`src/sbla_pkg.sv`:
```
package sbla_pkg;

    // Clock and timing
    localparam int SBLA_CLK_NS = 50;
    localparam int SBLA_FRAME_NS = 1000;
    localparam int SBLA_FRAME_CYC =
        (SBLA_FRAME_NS + SBLA_CLK_NS - 1) / SBLA_CLK_NS;
    localparam int SBLA_BUSY_NS = 10000;
    localparam int SBLA_BUSY_CYC =
        (SBLA_BUSY_NS + SBLA_CLK_NS - 1) / SBLA_CLK_NS;

    // Devices and priority (rank 0 is highest)
    localparam int SBLA_N_DEV = 6;
    localparam int SBLA_MAX_DEV = 8;
    localparam int SBLA_IDX_W = 3;
    localparam logic [23:0] SBLA_PRIO_DEF = 24'hFAC688;
    localparam int SBLA_STATUS_DEV = 1;
    localparam int SBLA_BYPASS_DEV = 4;

    // Register byte offsets
    localparam logic [7:0] SBLA_OFS_CTRL = 8'h00;
    localparam logic [7:0] SBLA_OFS_MODE = 8'h04;
    localparam logic [7:0] SBLA_OFS_ROFF = 8'h08;
    localparam logic [7:0] SBLA_OFS_STAT = 8'h0C;
    localparam logic [7:0] SBLA_OFS_CASS = 8'h10;
    localparam logic [7:0] SBLA_OFS_TX = 8'h14;
    localparam logic [7:0] SBLA_OFS_LRX = 8'h18;
    localparam logic [7:0] SBLA_OFS_NRX = 8'h1C;

    // Field positions
    localparam int SBLA_CTRL_EN = 0;
    localparam int SBLA_CTRL_LOOP = 1;
    localparam int SBLA_CTRL_CASS = 4;
    localparam int SBLA_CASS_W = 4;
    localparam int SBLA_ST_LBUSY = 0;
    localparam int SBLA_ST_NBUSY = 1;
    localparam int SBLA_ST_TXP = 2;
    localparam int SBLA_ST_SVLD = 3;
    localparam int SBLA_ST_LVLD = 4;
    localparam int SBLA_ST_NVLD = 5;
    localparam int SBLA_ST_FSM = 8;
    localparam int SBLA_CH_W = 8;
    localparam int SBLA_TX_LOOP = 8;
    localparam int SBLA_RX_VLD = 8;

    // Reset values
    localparam logic [7:0] SBLA_CTRL_RST = 8'h00;
    localparam logic [15:0] SBLA_MODE_RST = 16'h0000;

    // Per-device mode codes
    typedef enum logic [1:0] {
        SBLA_MODE_OFF = 2'h0,
        SBLA_MODE_LOCAL = 2'h1,
        SBLA_MODE_LINE = 2'h2
    } sbla_mode_t;

    typedef enum logic [2:0] {
        SBLA_ST_IDLE = 3'b001,
        SBLA_ST_DEV = 3'b010,
        SBLA_ST_TX = 3'b100
    } sbla_state_t;

    // Character queued for the output buffer
    typedef struct packed {
        logic loop;
        logic [7:0] data;
    } sbla_tx_t;

endpackage
```
`src/sbla_arbiter.sv`:
```
// Summary of operation
// - Separate local and line receive enables tell processor the source loop.
// - Local and line characters land in two independent input buffers.
// - One output buffer transmits on one chosen loop at a time.
// - Upper cassette status character is captured by the arbiter itself.
// - Recorder print buffer transfers bypass the processor; others pass through.
// - All other bus characters go to the processor for mode-based action.
// - Each device's on-line, local, off and busy state steers grants.
// - Highest priority requester wins, only if its loop is idle.
// - Local winner plus local input buffer enabled for one frame.
// - After a grant the loop is busy; other loop may still be served.
// - Processor drives an output naming the loop it works on.
// - Processor drives remote-off lines for devices and cassette controls.
//
// The implementer's own choices: the placing of the registers and the address-and-strobe port.
`timescale 1ns/10ps
module sbla_arbiter
    import sbla_pkg::*;
#(
    parameter int N_DEV = SBLA_N_DEV,
    parameter logic [SBLA_IDX_W*N_DEV-1:0] PRIO_ORDER =
        SBLA_PRIO_DEF[SBLA_IDX_W*N_DEV-1:0],
    parameter int STATUS_DEV = SBLA_STATUS_DEV,
    parameter int BYPASS_DEV = SBLA_BYPASS_DEV,
    parameter int FRAME_CYC = SBLA_FRAME_CYC,
    parameter int BUSY_CYC = SBLA_BUSY_CYC
) (
    // Clock and reset
    input wire logic ref_clk,
    input wire logic rstn,
    // Register port
    input wire logic [7:0] reg_addr,
    input wire logic [31:0] reg_wdata,
    input wire logic reg_wr,
    input wire logic reg_rd,
    output logic [31:0] reg_rdata,
    // Device requests and state pins
    input wire logic [N_DEV-1:0] dev_req_pin,
    input wire logic [N_DEV-1:0] dev_busy_pin,
    output logic [N_DEV-1:0] dev_grant,
    // Serial data bus character lanes
    input wire logic [7:0] bus_din,
    output logic [7:0] bus_dout,
    output logic bus_dout_oe,
    // Loop enables
    output logic local_loop_rx_enable,
    output logic line_loop_rx_enable,
    output logic local_loop_tx_enable,
    output logic line_loop_tx_enable,
    // Processor control lines
    output logic proc_loop_sel,
    output logic [N_DEV-1:0] remote_off,
    output logic [SBLA_CASS_W-1:0] cass_ctrl
);

    localparam int IW = SBLA_IDX_W;
    localparam int FW = $clog2(FRAME_CYC + 1);
    localparam logic [FW-1:0] FRAME_LAST = FW'(FRAME_CYC - 1);
    localparam int SW = 2 * N_DEV + SBLA_CH_W;

    generate
        if (N_DEV < 2 || N_DEV > SBLA_MAX_DEV) begin : g_chk_n
            $error("sbla_arbiter: N_DEV out of range");
        end
        if (STATUS_DEV >= N_DEV || BYPASS_DEV >= N_DEV ||
            STATUS_DEV == BYPASS_DEV) begin : g_chk_sp
            $error("sbla_arbiter: bad special device index");
        end
        if (FRAME_CYC < 2) begin : g_chk_f
            $error("sbla_arbiter: FRAME_CYC must be at least 2");
        end
    endgenerate

    // Pin synchronisers
    logic [SW-1:0] sync1_ff;
    logic [SW-1:0] sync2_ff;
    logic [N_DEV-1:0] req_s;
    logic [N_DEV-1:0] busy_s;
    logic [7:0] din_s;

    always_ff @(posedge ref_clk) begin
        if (!rstn) begin
            sync1_ff <= '0;
            sync2_ff <= '0;
        end else begin
            sync1_ff <= {dev_req_pin, dev_busy_pin, bus_din};
            sync2_ff <= sync1_ff;
        end
    end

    assign req_s = sync2_ff[SW-1 -: N_DEV];
    assign busy_s = sync2_ff[SBLA_CH_W +: N_DEV];
    assign din_s = sync2_ff[SBLA_CH_W-1:0];

    // Software registers
    logic [7:0] ctrl_ff;
    logic [2*N_DEV-1:0] mode_ff;
    logic [N_DEV-1:0] roff_ff;
    sbla_tx_t tx_ff;
    logic tx_pend_ff;
    logic [7:0] cass_stat_ff;
    logic cass_vld_ff;
    logic wr_ctrl;
    logic wr_mode;
    logic wr_roff;
    logic wr_tx;
    logic rd_cass;
    logic rd_lrx;
    logic rd_nrx;

    assign wr_ctrl = reg_wr && reg_addr == SBLA_OFS_CTRL;
    assign wr_mode = reg_wr && reg_addr == SBLA_OFS_MODE;
    assign wr_roff = reg_wr && reg_addr == SBLA_OFS_ROFF;
    assign wr_tx = reg_wr && reg_addr == SBLA_OFS_TX;
    assign rd_cass = reg_rd && reg_addr == SBLA_OFS_CASS;
    assign rd_lrx = reg_rd && reg_addr == SBLA_OFS_LRX;
    assign rd_nrx = reg_rd && reg_addr == SBLA_OFS_NRX;

    always_ff @(posedge ref_clk) begin
        if (!rstn) begin
            ctrl_ff <= SBLA_CTRL_RST;
            mode_ff <= SBLA_MODE_RST[2*N_DEV-1:0];
            roff_ff <= '0;
        end else begin
            if (wr_ctrl) begin
                ctrl_ff <= reg_wdata[7:0];
            end
            if (wr_mode) begin
                mode_ff <= reg_wdata[2*N_DEV-1:0];
            end
            if (wr_roff) begin
                roff_ff <= reg_wdata[N_DEV-1:0];
            end
        end
    end

    // Per-device eligibility
    logic [N_DEV-1:0] dev_line;
    logic [N_DEV-1:0] dev_path_rdy;
    logic [N_DEV-1:0] elig;
    logic lbusy;
    logic nbusy;
    logic lbuf_rdy;
    logic nbuf_rdy;

    genvar gi;
    generate
        for (gi = 0; gi < N_DEV; gi++) begin : g_dev
            sbla_mode_t md;
            logic on;
            logic loop_free;
            assign md = sbla_mode_t'(mode_ff[2*gi +: 2]);
            assign on = (md == SBLA_MODE_LOCAL) ||
                (md == SBLA_MODE_LINE);
            assign dev_line[gi] = (md == SBLA_MODE_LINE);
            assign loop_free = dev_line[gi] ? !nbusy : !lbusy;
            // Full input buffer holds the device off rather than drop
            assign dev_path_rdy[gi] =
                (gi == STATUS_DEV || gi == BYPASS_DEV) ? 1'b1 :
                (dev_line[gi] ? nbuf_rdy : lbuf_rdy);
            assign elig[gi] = req_s[gi] && on && !busy_s[gi] &&
                !roff_ff[gi] && loop_free && dev_path_rdy[gi];
        end
    endgenerate

    // Fixed priority pick, rank 0 wins
    logic win_hit;
    logic [IW-1:0] win_idx;
    logic [IW-1:0] rank_idx;

    always_comb begin
        win_hit = 1'b0;
        win_idx = '0;
        rank_idx = '0;
        for (int r = N_DEV - 1; r >= 0; r--) begin
            rank_idx = PRIO_ORDER[r*IW +: IW];
            if (int'(rank_idx) < N_DEV && elig[rank_idx]) begin
                win_hit = 1'b1;
                win_idx = rank_idx;
            end
        end
    end

    // Enable time frame divider
    logic [FW-1:0] frame_cnt_ff;
    logic frame_tick;

    assign frame_tick = (frame_cnt_ff == FRAME_LAST);

    always_ff @(posedge ref_clk) begin
        if (!rstn) begin
            frame_cnt_ff <= '0;
        end else if (frame_tick) begin
            frame_cnt_ff <= '0;
        end else begin
            frame_cnt_ff <= frame_cnt_ff + 1'b1;
        end
    end

    // Grant sequencer
    sbla_state_t state_ff;
    logic [IW-1:0] gnt_idx_ff;
    logic gnt_line_ff;
    logic tx_go;
    logic frame_end;
    logic gnt_status;
    logic gnt_bypass;

    assign tx_go = ctrl_ff[SBLA_CTRL_EN] && tx_pend_ff &&
        (tx_ff.loop ? !nbusy : !lbusy);
    assign frame_end = frame_tick && (state_ff != SBLA_ST_IDLE);
    assign gnt_status = (int'(gnt_idx_ff) == STATUS_DEV);
    assign gnt_bypass = (int'(gnt_idx_ff) == BYPASS_DEV);

    always_ff @(posedge ref_clk) begin
        if (!rstn) begin
            state_ff <= SBLA_ST_IDLE;
            gnt_idx_ff <= '0;
            gnt_line_ff <= 1'b0;
        end else if (frame_tick) begin
            unique case (state_ff)
                SBLA_ST_IDLE: begin
                    // Devices outrank the processor's own output
                    if (ctrl_ff[SBLA_CTRL_EN] && win_hit) begin
                        state_ff <= SBLA_ST_DEV;
                        gnt_idx_ff <= win_idx;
                        gnt_line_ff <= dev_line[win_idx];
                    end else if (tx_go) begin
                        state_ff <= SBLA_ST_TX;
                        gnt_line_ff <= tx_ff.loop;
                    end
                end
                SBLA_ST_DEV, SBLA_ST_TX: begin
                    state_ff <= SBLA_ST_IDLE;
                end
                default: begin
                    state_ff <= SBLA_ST_IDLE;
                end
            endcase
        end
    end

    // Enables for the frame, one loop only
    logic [N_DEV-1:0] win_onehot;
    logic win_line;
    logic win_rx;

    assign win_onehot = N_DEV'(1) << win_idx;
    assign win_line = dev_line[win_idx];
    assign win_rx = (int'(win_idx) != STATUS_DEV) &&
        (int'(win_idx) != BYPASS_DEV);

    always_ff @(posedge ref_clk) begin
        if (!rstn) begin
            dev_grant <= '0;
            local_loop_rx_enable <= 1'b0;
            line_loop_rx_enable <= 1'b0;
            local_loop_tx_enable <= 1'b0;
            line_loop_tx_enable <= 1'b0;
            bus_dout <= '0;
            bus_dout_oe <= 1'b0;
        end else if (frame_tick) begin
            dev_grant <= '0;
            local_loop_rx_enable <= 1'b0;
            line_loop_rx_enable <= 1'b0;
            local_loop_tx_enable <= 1'b0;
            line_loop_tx_enable <= 1'b0;
            bus_dout_oe <= 1'b0;
            if (state_ff == SBLA_ST_IDLE) begin
                if (ctrl_ff[SBLA_CTRL_EN] && win_hit) begin
                    dev_grant <= win_onehot;
                    local_loop_rx_enable <= win_rx && !win_line;
                    line_loop_rx_enable <= win_rx && win_line;
                end else if (tx_go) begin
                    local_loop_tx_enable <= !tx_ff.loop;
                    line_loop_tx_enable <= tx_ff.loop;
                    bus_dout <= tx_ff.data;
                    bus_dout_oe <= 1'b1;
                end
            end
        end
    end

    // Loop busy timers, started as each frame closes
    logic lbusy_go;
    logic nbusy_go;

    assign lbusy_go = frame_end && !gnt_line_ff;
    assign nbusy_go = frame_end && gnt_line_ff;

    sbla_busy_tmr #(
        .CYC(BUSY_CYC)
    ) u_local_busy (
        .ref_clk(ref_clk),
        .rstn(rstn),
        .start(lbusy_go),
        .busy(lbusy)
    );

    sbla_busy_tmr #(
        .CYC(BUSY_CYC)
    ) u_line_busy (
        .ref_clk(ref_clk),
        .rstn(rstn),
        .start(nbusy_go),
        .busy(nbusy)
    );

    // Character capture at the close of a device frame
    logic cap;
    logic lpush;
    logic npush;
    logic lvld;
    logic nvld;
    logic [7:0] ldata;
    logic [7:0] ndata;

    assign cap = frame_end && (state_ff == SBLA_ST_DEV);
    assign lpush = cap && !gnt_status && !gnt_bypass && !gnt_line_ff;
    assign npush = cap && !gnt_status && !gnt_bypass && gnt_line_ff;

    sbla_buf2 #(
        .W(SBLA_CH_W)
    ) u_local_buf (
        .ref_clk(ref_clk),
        .rstn(rstn),
        .in_valid(lpush),
        .in_ready(lbuf_rdy),
        .in_data(din_s),
        .out_valid(lvld),
        .out_ready(rd_lrx),
        .out_data(ldata)
    );

    sbla_buf2 #(
        .W(SBLA_CH_W)
    ) u_line_buf (
        .ref_clk(ref_clk),
        .rstn(rstn),
        .in_valid(npush),
        .in_ready(nbuf_rdy),
        .in_data(din_s),
        .out_valid(nvld),
        .out_ready(rd_nrx),
        .out_data(ndata)
    );

    // Cassette status byte, kept away from the processor buffers
    always_ff @(posedge ref_clk) begin
        if (!rstn) begin
            cass_stat_ff <= '0;
            cass_vld_ff <= 1'b0;
        end else if (cap && gnt_status) begin
            cass_stat_ff <= din_s;
            cass_vld_ff <= 1'b1;
        end else if (rd_cass) begin
            cass_vld_ff <= 1'b0;
        end
    end

    // Output buffer; a write while pending is dropped
    always_ff @(posedge ref_clk) begin
        if (!rstn) begin
            tx_ff <= '0;
            tx_pend_ff <= 1'b0;
        end else if (wr_tx && !tx_pend_ff) begin
            tx_ff.data <= reg_wdata[SBLA_CH_W-1:0];
            tx_ff.loop <= reg_wdata[SBLA_TX_LOOP];
            tx_pend_ff <= 1'b1;
        end else if (frame_tick && state_ff == SBLA_ST_IDLE &&
                     !(ctrl_ff[SBLA_CTRL_EN] && win_hit) && tx_go) begin
            tx_pend_ff <= 1'b0;
        end
    end

    // Processor control lines
    assign proc_loop_sel = ctrl_ff[SBLA_CTRL_LOOP];
    assign remote_off = roff_ff;
    assign cass_ctrl = ctrl_ff[SBLA_CTRL_CASS +: SBLA_CASS_W];

    // Read port, data valid only in the cycle after the strobe
    logic [31:0] rd_mux;
    logic [31:0] stat_word;

    assign stat_word = 32'({state_ff, 2'h0, nvld, lvld, cass_vld_ff,
        tx_pend_ff, nbusy, lbusy});

    always_comb begin
        rd_mux = '0;
        unique case (reg_addr)
            SBLA_OFS_CTRL: rd_mux = 32'(ctrl_ff);
            SBLA_OFS_MODE: rd_mux = 32'(mode_ff);
            SBLA_OFS_ROFF: rd_mux = 32'(roff_ff);
            SBLA_OFS_STAT: rd_mux = stat_word;
            SBLA_OFS_CASS: rd_mux = 32'({cass_vld_ff, cass_stat_ff});
            SBLA_OFS_TX: rd_mux = 32'(tx_ff);
            SBLA_OFS_LRX: rd_mux = 32'({lvld, ldata});
            SBLA_OFS_NRX: rd_mux = 32'({nvld, ndata});
            default: rd_mux = '0;
        endcase
    end

    always_ff @(posedge ref_clk) begin
        if (!rstn) begin
            reg_rdata <= '0;
        end else if (reg_rd) begin
            reg_rdata <= rd_mux;
        end else begin
            reg_rdata <= '0;
        end
    end

endmodule

```
`src/sbla_buf2.sv`:
```
`timescale 1ns/10ps
module sbla_buf2
    import sbla_pkg::*;
#(
    parameter int W = 8
) (
    // Clock and reset
    input wire logic ref_clk,
    input wire logic rstn,
    // Fill side
    input wire logic in_valid,
    output logic in_ready,
    input wire logic [W-1:0] in_data,
    // Drain side
    output logic out_valid,
    input wire logic out_ready,
    output logic [W-1:0] out_data
);

    logic [W-1:0] d0_ff;
    logic [W-1:0] d1_ff;
    logic [1:0] cnt_ff;
    logic push;
    logic pop;

    assign in_ready = (cnt_ff != 2'h2);
    assign out_valid = (cnt_ff != 2'h0);
    assign out_data = d0_ff;
    assign push = in_valid && in_ready;
    assign pop = out_valid && out_ready;

    always_ff @(posedge ref_clk) begin
        if (!rstn) begin
            cnt_ff <= 2'h0;
        end else begin
            cnt_ff <= cnt_ff + {1'b0, push} - {1'b0, pop};
        end
    end

    // Head always sits in d0 so the read data come from a flop
    always_ff @(posedge ref_clk) begin
        if (!rstn) begin
            d0_ff <= '0;
            d1_ff <= '0;
        end else if (pop) begin
            d0_ff <= (cnt_ff == 2'h1) ? in_data : d1_ff;
            if (push && cnt_ff == 2'h2) begin
                d1_ff <= in_data;
            end
        end else if (push) begin
            if (cnt_ff == 2'h0) begin
                d0_ff <= in_data;
            end else begin
                d1_ff <= in_data;
            end
        end
    end

endmodule

```
`src/sbla_busy_tmr.sv`:
```
`timescale 1ns/10ps
module sbla_busy_tmr
    import sbla_pkg::*;
#(
    parameter int CYC = SBLA_BUSY_CYC
) (
    // Clock and reset
    input wire logic ref_clk,
    input wire logic rstn,
    // Control
    input wire logic start,
    output logic busy
);

    localparam int CW = $clog2(CYC + 1);
    localparam logic [CW-1:0] LOAD = CW'(CYC);

    logic [CW-1:0] cnt_ff;

    generate
        if (CYC < 1) begin : g_chk
            $error("sbla_busy_tmr: CYC must be at least 1");
        end
    endgenerate

    assign busy = (cnt_ff != '0);

    always_ff @(posedge ref_clk) begin
        if (!rstn) begin
            cnt_ff <= '0;
        end else if (start) begin
            cnt_ff <= LOAD;
        end else if (busy) begin
            cnt_ff <= cnt_ff - 1'b1;
        end
    end

endmodule

```
`config.mk`:
```
export PLATFORM = sky130hd
export DESIGN_NAME = sbla_arbiter
export DESIGN_NICKNAME = d
export VERILOG_FILES = /design/src/sbla_pkg.sv /design/src/sbla_arbiter.sv /design/src/sbla_buf2.sv /design/src/sbla_busy_tmr.sv
export SDC_FILE = /design/constraint.sdc
export NUM_CORES = 1
export LEC_CHECK = 0
export ABC_AREA = 1
export BUFFER_PORTS_ARGS = -buffer_cell sky130_fd_sc_hd__buf_2
export CAP_MARGIN = 20
export CORE_ASPECT_RATIO = 0.75
export CORE_MARGIN = 3
export CORE_UTILIZATION = 45
export CTS_BUF_LIST = sky130_fd_sc_hd__clkbuf_16
export DETAILED_ROUTE_END_ITERATION = 7
export GPL_TIMING_DRIVEN = 0
export HOLD_SLACK_MARGIN = 0.1
export PLACE_DENSITY = 0.75
export SETUP_SLACK_MARGIN = 0.2
export SLEW_MARGIN = 20
export SYNTH_ARGS = -nofsm -noshare
export SYNTH_HDL_FRONTEND = slang
export SYNTH_SLANG_ARGS = --single-unit
```
`constraint.sdc`:
```
create_clock -name ref_clk -period 5.63 [get_ports ref_clk]
set_clock_uncertainty 0.1 [all_clocks]
set_input_delay 0.8445 -clock ref_clk [delete_from_list [all_inputs] [get_ports ref_clk]]
set_output_delay 0.8445 -clock ref_clk [all_outputs]
set_load 0.03 [all_outputs]
```
==> reports/results.tsv, run 1 <==
stage	metric	value	unit
floorplan	die_width	160.0	um
power	swShare	30.51	%
sta	setup_tns	0	ps
worst_hold_path	hp-class	register to register	
sta	timing.slew.headroom	46.39	%
power	irDropWorstVdd	0.0002339	V
power	p_int	2252	uW
power	power_frac_comb	19.8	%
job	cap_violations	0	
cells_and_area	num-nets-final	1235	
sta	finalHoldViolCount	0	
yosys	netlist_area	8008	um2
placement	place_area	8800	um2
cells_and_area	final_common_cell	dfxtp_1	
sta	drv_slew	0	
yosys	ys_top_cells_by_area	dfxtp_1 (45%), nand2_1 (8.3%), inv_1 (6.4%), o21ai_0 (5.6%), nor2_1 (4.4%)	
placement	dp_hpwl	17080	um
cells_and_area	n_antenna_cell	0	
drt	ant_nets	0	
yosys	synth_top_area_share	45.00	%
outcome	status	completed	
drt	drt-wirelength-per-cell	15.98	um
cts	clock_latency	430	ps
cts	clock-root-buffer	clkbuf_16	
cells_and_area	final_cell_mix	dfxtp_1 (180), nand2_1 (176), inv_1 (138)	
drt	firstDrtPassIters	6	
power	leakage	0.004354	uW
yosys	postSynthAreaPerCell	7.752	um2
cts	cts_setup_buffers	0	
setup_path	arrival	2920	ps
yosys	yosys.area.top_type	dfxtp_1	
power	seq_power_share	42.6	%
floorplan	fp-row-count	41	
yosys	syn_inst	1033	
yosys	synth.distinct_cells	55	
global_routing	overflow	0	
drt	drt-total-wl	22450	um
cells_and_area	stdcell_area	9402	um2
setup_path	crit_type	primary input to register	
cts	cts_buffer_depth	2	
cells_and_area	area_growth	17.41	%
global_routing	grt_pass1_vias	6480	
power	clock_power_share	37.6	%
global_routing	grt_usage	23.22	%
global_routing	grt_max_degree	17	
floorplan	design.core.area	17130	um2
cts	cts_buffers	17	
sta	fmax	370.5	MHz
power	power_density	344.7	nW/um2
setup_path	worstSetupStartpointType	primary input	
setup_path	cp_data_required_time	5850	ps
yosys	ys_ff_latch	180	
floorplan	initial_utilization	46.74	%
worst_hold_path	whs_path_depth	2	
drt	drt_iter0_drc	817	
cts	cts_tree	done	
setup_path	reg2reg_depth	12	
sta	setup_violations	0	
sta	fin_crit	2699	ps
sta	worst_pin_slew	804.2	ps
drt	dr_total_vias	7277	
drt	drc	0	
drt	routed_via_density	5.179	
cts	htreeDepth	4	
setup_path	cp-end-kind	register	
cells_and_area	fillers	1633	
cts	clk_pin_slew	60	ps
floorplan	dieArea	19450	um2
yosys	synth_warnings	0	
global_routing	grt_pass1_wl	35350	um
yosys	seq_area_frac_synth	45.00	%
cts	cts_sinks	180	
floorplan	boundaryPins	126	
sta	period_share	47.94	%
floorplan	die_h	121.5	um
cts	cts-resized-gates	0	
placement	place.gp.congestion	0.9921	
setup_path	path_max_fanout	10	
placement	io_buffers	85	
global_routing	antenna_found_initial	0	
power	p_sw	989.0	uW
cts	hold_buffers	0	
cells_and_area	drive_gt1_share	18.65	%
sta	rsz0062_at_grt	false	
[metal layers]
metal	track usage (%)	vias to the layer above	share of wire, %	wire, um
met3	6.209	35	11	2520
li1	-	3599	-	-
met1	35.36	3308	47	10660
met2	32.25	335	40	8899
met5	0	-	0	0
met4	5.908	0	1.7	372
[registers in the layout, indices dropped and copies added (netlist names), 8 cells and up]
register and cells:
u_line_buf.d1_ff 8, u_local_buf.out_data 8, ctrl_ff 8, u_local_busy.cnt_ff 8
u_line_buf.out_data 8, reg_rdata 12, mode_ff 12, u_local_buf.d1_ff 8
u_line_busy.cnt_ff 8, tx_ff 9, bus_dout 8, sync2_ff 20
sync1_ff 20, cass_stat_ff 8
[cell type report]
class | count | area [um2] | area share (%)
Buffer | 56 | 329.1 | 3.500
Clock buffer | 17 | 425.4 | 4.525
Clock inverter | 15 | 176.4 | 1.876
Inverter | 154 | 581.8 | 6.188
Multi-Input combinational cell | 662 | 3565 | 37.92
Sequential cell | 180 | 3603 | 38.33
Tap cell | 236 | 295.3 | 3.141
Timing Repair Buffer | 85 | 425.4 | 4.525
[power groups by stage]
stage / registers (uW) / clock network (uW) / logic [uW]
after floorplan: 1400 / 0 / 497
after global placement: 1410 / 0 / 615
after detailed placement: 1410 / 0 / 633
after CTS: 1380 / 1230 / 635
after global routing: 1390 / 1300 / 722
final: 1380 / 1220 / 642
[metrics by stage]
stage | util, % | hold slack, ps | setup WS (ps) | std cells | power [uW]
floorplan | - | 290.5 | 2976 | 1052 | 1894
global placement | 51.36 | 295.3 | 2609 | 1373 | 2021
detailed placement | 51.36 | 294.7 | 2549 | 1373 | 2040
CTS | 54.87 | 310.9 | 2993 | 1405 | 3249
global route | 54.87 | 329.4 | 2765 | 1405 | 3406
finish | 54.87 | 310.4 | 2931 | 1405 | 3241
[worst paths after layout]
kind / startpoint / endpoint / slack (ps)
max reg2reg: mode_ff[4]$_SDFFE_PN0P_ / gnt_line_ff$_SDFFE_PN0P_ / 3060
min: sync1_ff[16]$_SDFF_PN0_ / sync2_ff[16]$_SDFF_PN0_ / 310
min reg2reg: sync1_ff[16]$_SDFF_PN0_ / sync2_ff[16]$_SDFF_PN0_ / 310
max: reg_addr[1] / mode_ff[5]$_SDFFE_PN0P_ / 2930
[worst max-delay path: stages]
cell      delay, ps
buf_2           100
nor2_1          180
inv_2            80
nor3_1          360
nand2_1         340
nor2_2          330
inv_1           210
clkbuf_1        270
nor2_1          140
nor2_1           60
[cell usage after synthesis (all sizes together)]
cell type  number
nand2         194
dfxtp         180
inv           152
nor2          107
o21ai          97
a21oi          69
nand3          37
buf            34
clkbuf         22
nand4          17
nor3           16
a31oi          15
ha             15
o22ai           9
a211oi          8
nand2b          8
nor4            8
a311oi          6
a32o            6
o31ai           5
xor2            5
o2111ai         4
a2111oi         3
a221oi          2
a41oi           2
clkinv          2
nand3b          2
o211ai          2
xnor2           2
a21o            1
conb            1
nor3b           1
o21a            1
[logic make-up after synthesis]
| family | count (synthesis) | synth area share [%] |
|---|---|---|
| compound gates | 230 | 16.97 |
| other cells | 1 | 0.04683 |
| buf+inv | 210 | 11.37 |
| flops | 180 | 45.00 |
| fa+ha+maj | 15 | 2.344 |
| simple gates | 390 | 23.50 |
| xor+xnor | 7 | 0.7656 |
No activity file was read; power rests on OpenSTA's default activity.
==> run 2, diff against run 1 <==
--- a/config.mk
+++ b/config.mk
@@ -15,7 +15,7 @@
 export DETAILED_ROUTE_END_ITERATION = 7
 export GPL_TIMING_DRIVEN = 0
 export HOLD_SLACK_MARGIN = 0.1
-export PLACE_DENSITY = 0.75
+export PLACE_DENSITY = 0.77
 export SETUP_SLACK_MARGIN = 0.2
 export SLEW_MARGIN = 20
 export SYNTH_ARGS = -nofsm -noshare
==> constraint.sdc (replaced) <==
create_clock -name ref_clk -period 2.4 [get_ports ref_clk]
set_clock_uncertainty 0.1 [all_clocks]
set_input_delay 0.36 -clock ref_clk [delete_from_list [all_inputs] [get_ports ref_clk]]
set_output_delay 0.36 -clock ref_clk [all_outputs]
set_load 0.03 [all_outputs]
==> run 2 against run 1 <==
  * Clock power rose by 110%
  * Largest power group unchanged
  * Sequential power is 140% higher
  * Worst setup slack got worse by 2900 ps
  * Register-to-register slack worse by 3000 ps
  * Critical endpoint is now gnt_line_ff$_SDFFE_PN0P_
==> reports/results.tsv, run 2 (synthesis gave the netlist of run 1 again) <==
stage	metric	value	unit
power	power_density	759.5	nW/um2
setup_path	cp-endpoint	gnt_line_ff$_SDFFE_PN0P_	
global_routing	gr-usage-met1	35.74	%
cells_and_area	final_common_cell	dfxtp_1	
global_routing	grt_busiest_layer	met1	
sta	fmax	429.6	MHz
drt	drt-wirelength-per-cell	16.36	um
setup_path	crit_type	register to register	
drt	ant_nets	0	
cts	cts_tree	done	
floorplan	initial_utilization	46.74	%
cells_and_area	n_antenna_cell	0	
setup_path	worstReg2RegStart	u_line_busy.cnt_ff[0]$_SDFFE_PP0P_	
sta	worst_pin_slew	881.4	ps
drt	drt-total-wl	23960	um
sta	timing.slew.headroom	41.24	%
sta	period_share	96.99	%
sta	fin_crit	2328	ps
floorplan	die_h	121.5	um
setup_path	path_max_fanout	5	
power	leakage	0.004643	uW
floorplan	die_width	160.0	um
drt	drt_iter0_drc	770	
cells_and_area	multiInputGateArea	3939	um2
cts	cts_buffer_depth	2	
cells_and_area	instances_no_fill	1464	
cts	cts_sinks	180	
global_routing	grt_pass1_vias	6880	
setup_path	ff2ff_setup_slack	70	ps
cells_and_area	reg_top3	sync1_ff x20, sync2_ff x20	
floorplan	design.core.area	17130	um2
setup_path	rr_endpoint	gnt_line_ff$_SDFFE_PN0P_	
placement	dp.cells	1373	
placement	dp_hpwl	17070	um
sta	drv_slew	0	
global_routing	antenna_found_initial	1	
power	total_power	7779	uW
placement	io_buffers	85	
drt	drc	0	
worst_hold_path	hp-class	primary input to register	
cells_and_area	final_cell_mix	dfxtp_1 (172), nand2_1 (157), inv_1 (131)	
drt	routed_via_density	5.229	
cells_and_area	drive_gt1_share	25.57	%
global_routing	grt_max_degree	17	
global_routing	grt_use_met2	34.75	%
setup_path	cp_data_required_time	2620	ps
sta	finalHoldViolCount	0	
sta	setup_violations	0	
placement	place.gp.congestion	0.9573	
setup_path	startpoint	u_line_busy.cnt_ff[0]$_SDFFE_PP0P_	
cts	cts_buffers	17	
outcome	status	completed	
power	irDropWorstVdd	0.0004226	V
cells_and_area	num-nets-final	1294	
setup_path	reg2reg_depth	20	
global_routing	grt_usage	24.31	%
cts	clk_pin_slew	70	ps
cells_and_area	fin_util	59.78	%
cells_and_area	fillers	1536	
cells_and_area	seqCellArea	3613	um2
global_routing	grtUsageMet3	6.312	%
sta	rsz0062_at_grt	true	
floorplan	fp-row-count	41	
global_routing	overflow	0	
global_routing	grt_pass1_wl	36900	um
floorplan	dieArea	19450	um2
cts	htreeDepth	4	
job	cap_violations	0	
floorplan	boundaryPins	126	
setup_path	cp-end-kind	register	
drt	firstDrtPassIters	6	
cts	clock_latency	430	ps
sta	timing.hold.ws	139.7	ps
setup_path	worstSetupStartpointType	register	
cts	clock-root-buffer	clkbuf_16	
drt	dr_total_vias	7655	
cells_and_area	area_growth	27.91	%
setup_path	arrival	2540	ps
[run 2: worst min-delay path by stage]
stage                     depth (start not counted)                    start                          to  slack, ps
after floorplan                                   2   sync1_ff[0]$_SDFF_PN0_      sync2_ff[0]$_SDFF_PN0_        290
after global routing                              3             reg_wdata[1]     ctrl_ff[1]$_SDFFE_PN0P_        140
after CTS                                         3             reg_wdata[1]     ctrl_ff[1]$_SDFFE_PN0P_        120
final                                             3             reg_wdata[0]  remote_off[0]$_SDFFE_PN0P_        140
after global placement                            2  sync1_ff[19]$_SDFF_PN0_     sync2_ff[19]$_SDFF_PN0_        290
after detailed placement                          2  sync1_ff[17]$_SDFF_PN0_     sync2_ff[17]$_SDFF_PN0_        300
[run 2: repair_timing]
item,4_1_cts,5_1_grt
pin swaps,22,28
setup buffers,17,18
gates cloned,2,0
endpoints found under the hold margin,23,0
hold buffers,22,0
gates resized for setup,36,75
setup endpoints to repair,54,72
[run 2: through the flow]
stage	setup slack, ps	TNS [ps]	area [um2]
after floorplan	230.4	0	8079
after global placement	-139.1	-1393	8800
after detailed placement	-147.7	-2044	8800
after CTS	197.8	0	9841
after global routing	-34.95	-34.95	10240
final	72.15	0	10240
[run 2: power by group]
part	total (uW)	internal (uW)	switching, uW
combinational	1920	762	1160
sequential	3260	3140	118
clock	2590	1410	1180
total	7780	5320	2460
[run 2: worst max-delay path, cell delays in order, from the launching register on]
cell     delay (ps)
dfxtp_2         320
inv_2           100
ha_4            180
nand2_8          70
inv_2            80
nand2_4          80
buf_4           160
nand2_1          60
nand4_1         170
nand2_1         130
nand2_1          60
nand2_1          80
nand2_1          50
nand2_1          60
nand2_1          50
nand2_1          80
nand2_2          80
nand2_2          80
nand2_2          60
nand2_1          80
a21oi_1          70
[run 2: final cells by class]
| class | count | share of cell area [%] |
|---|---|---|
| multi-input combinational | 663 | 38.46 |
| sequential | 180 | 35.28 |
| timing repair buffer | 143 | 8.979 |
| inverter | 154 | 5.705 |
| clock buffer | 17 | 4.153 |
| buffer | 56 | 3.408 |
| tap | 236 | 2.883 |
| clock inverter | 15 | 1.136 |
[run 2: metal layers]
metal | vias to the layer above | part of all wire (%) | routed length, um
met5 | - | 0.029 | 7
met4 | 2 | 1.8 | 438
met3 | 40 | 11 | 2583
met2 | 400 | 41 | 9927
met1 | 3491 | 46 | 11000
li1 | 3722 | - | -
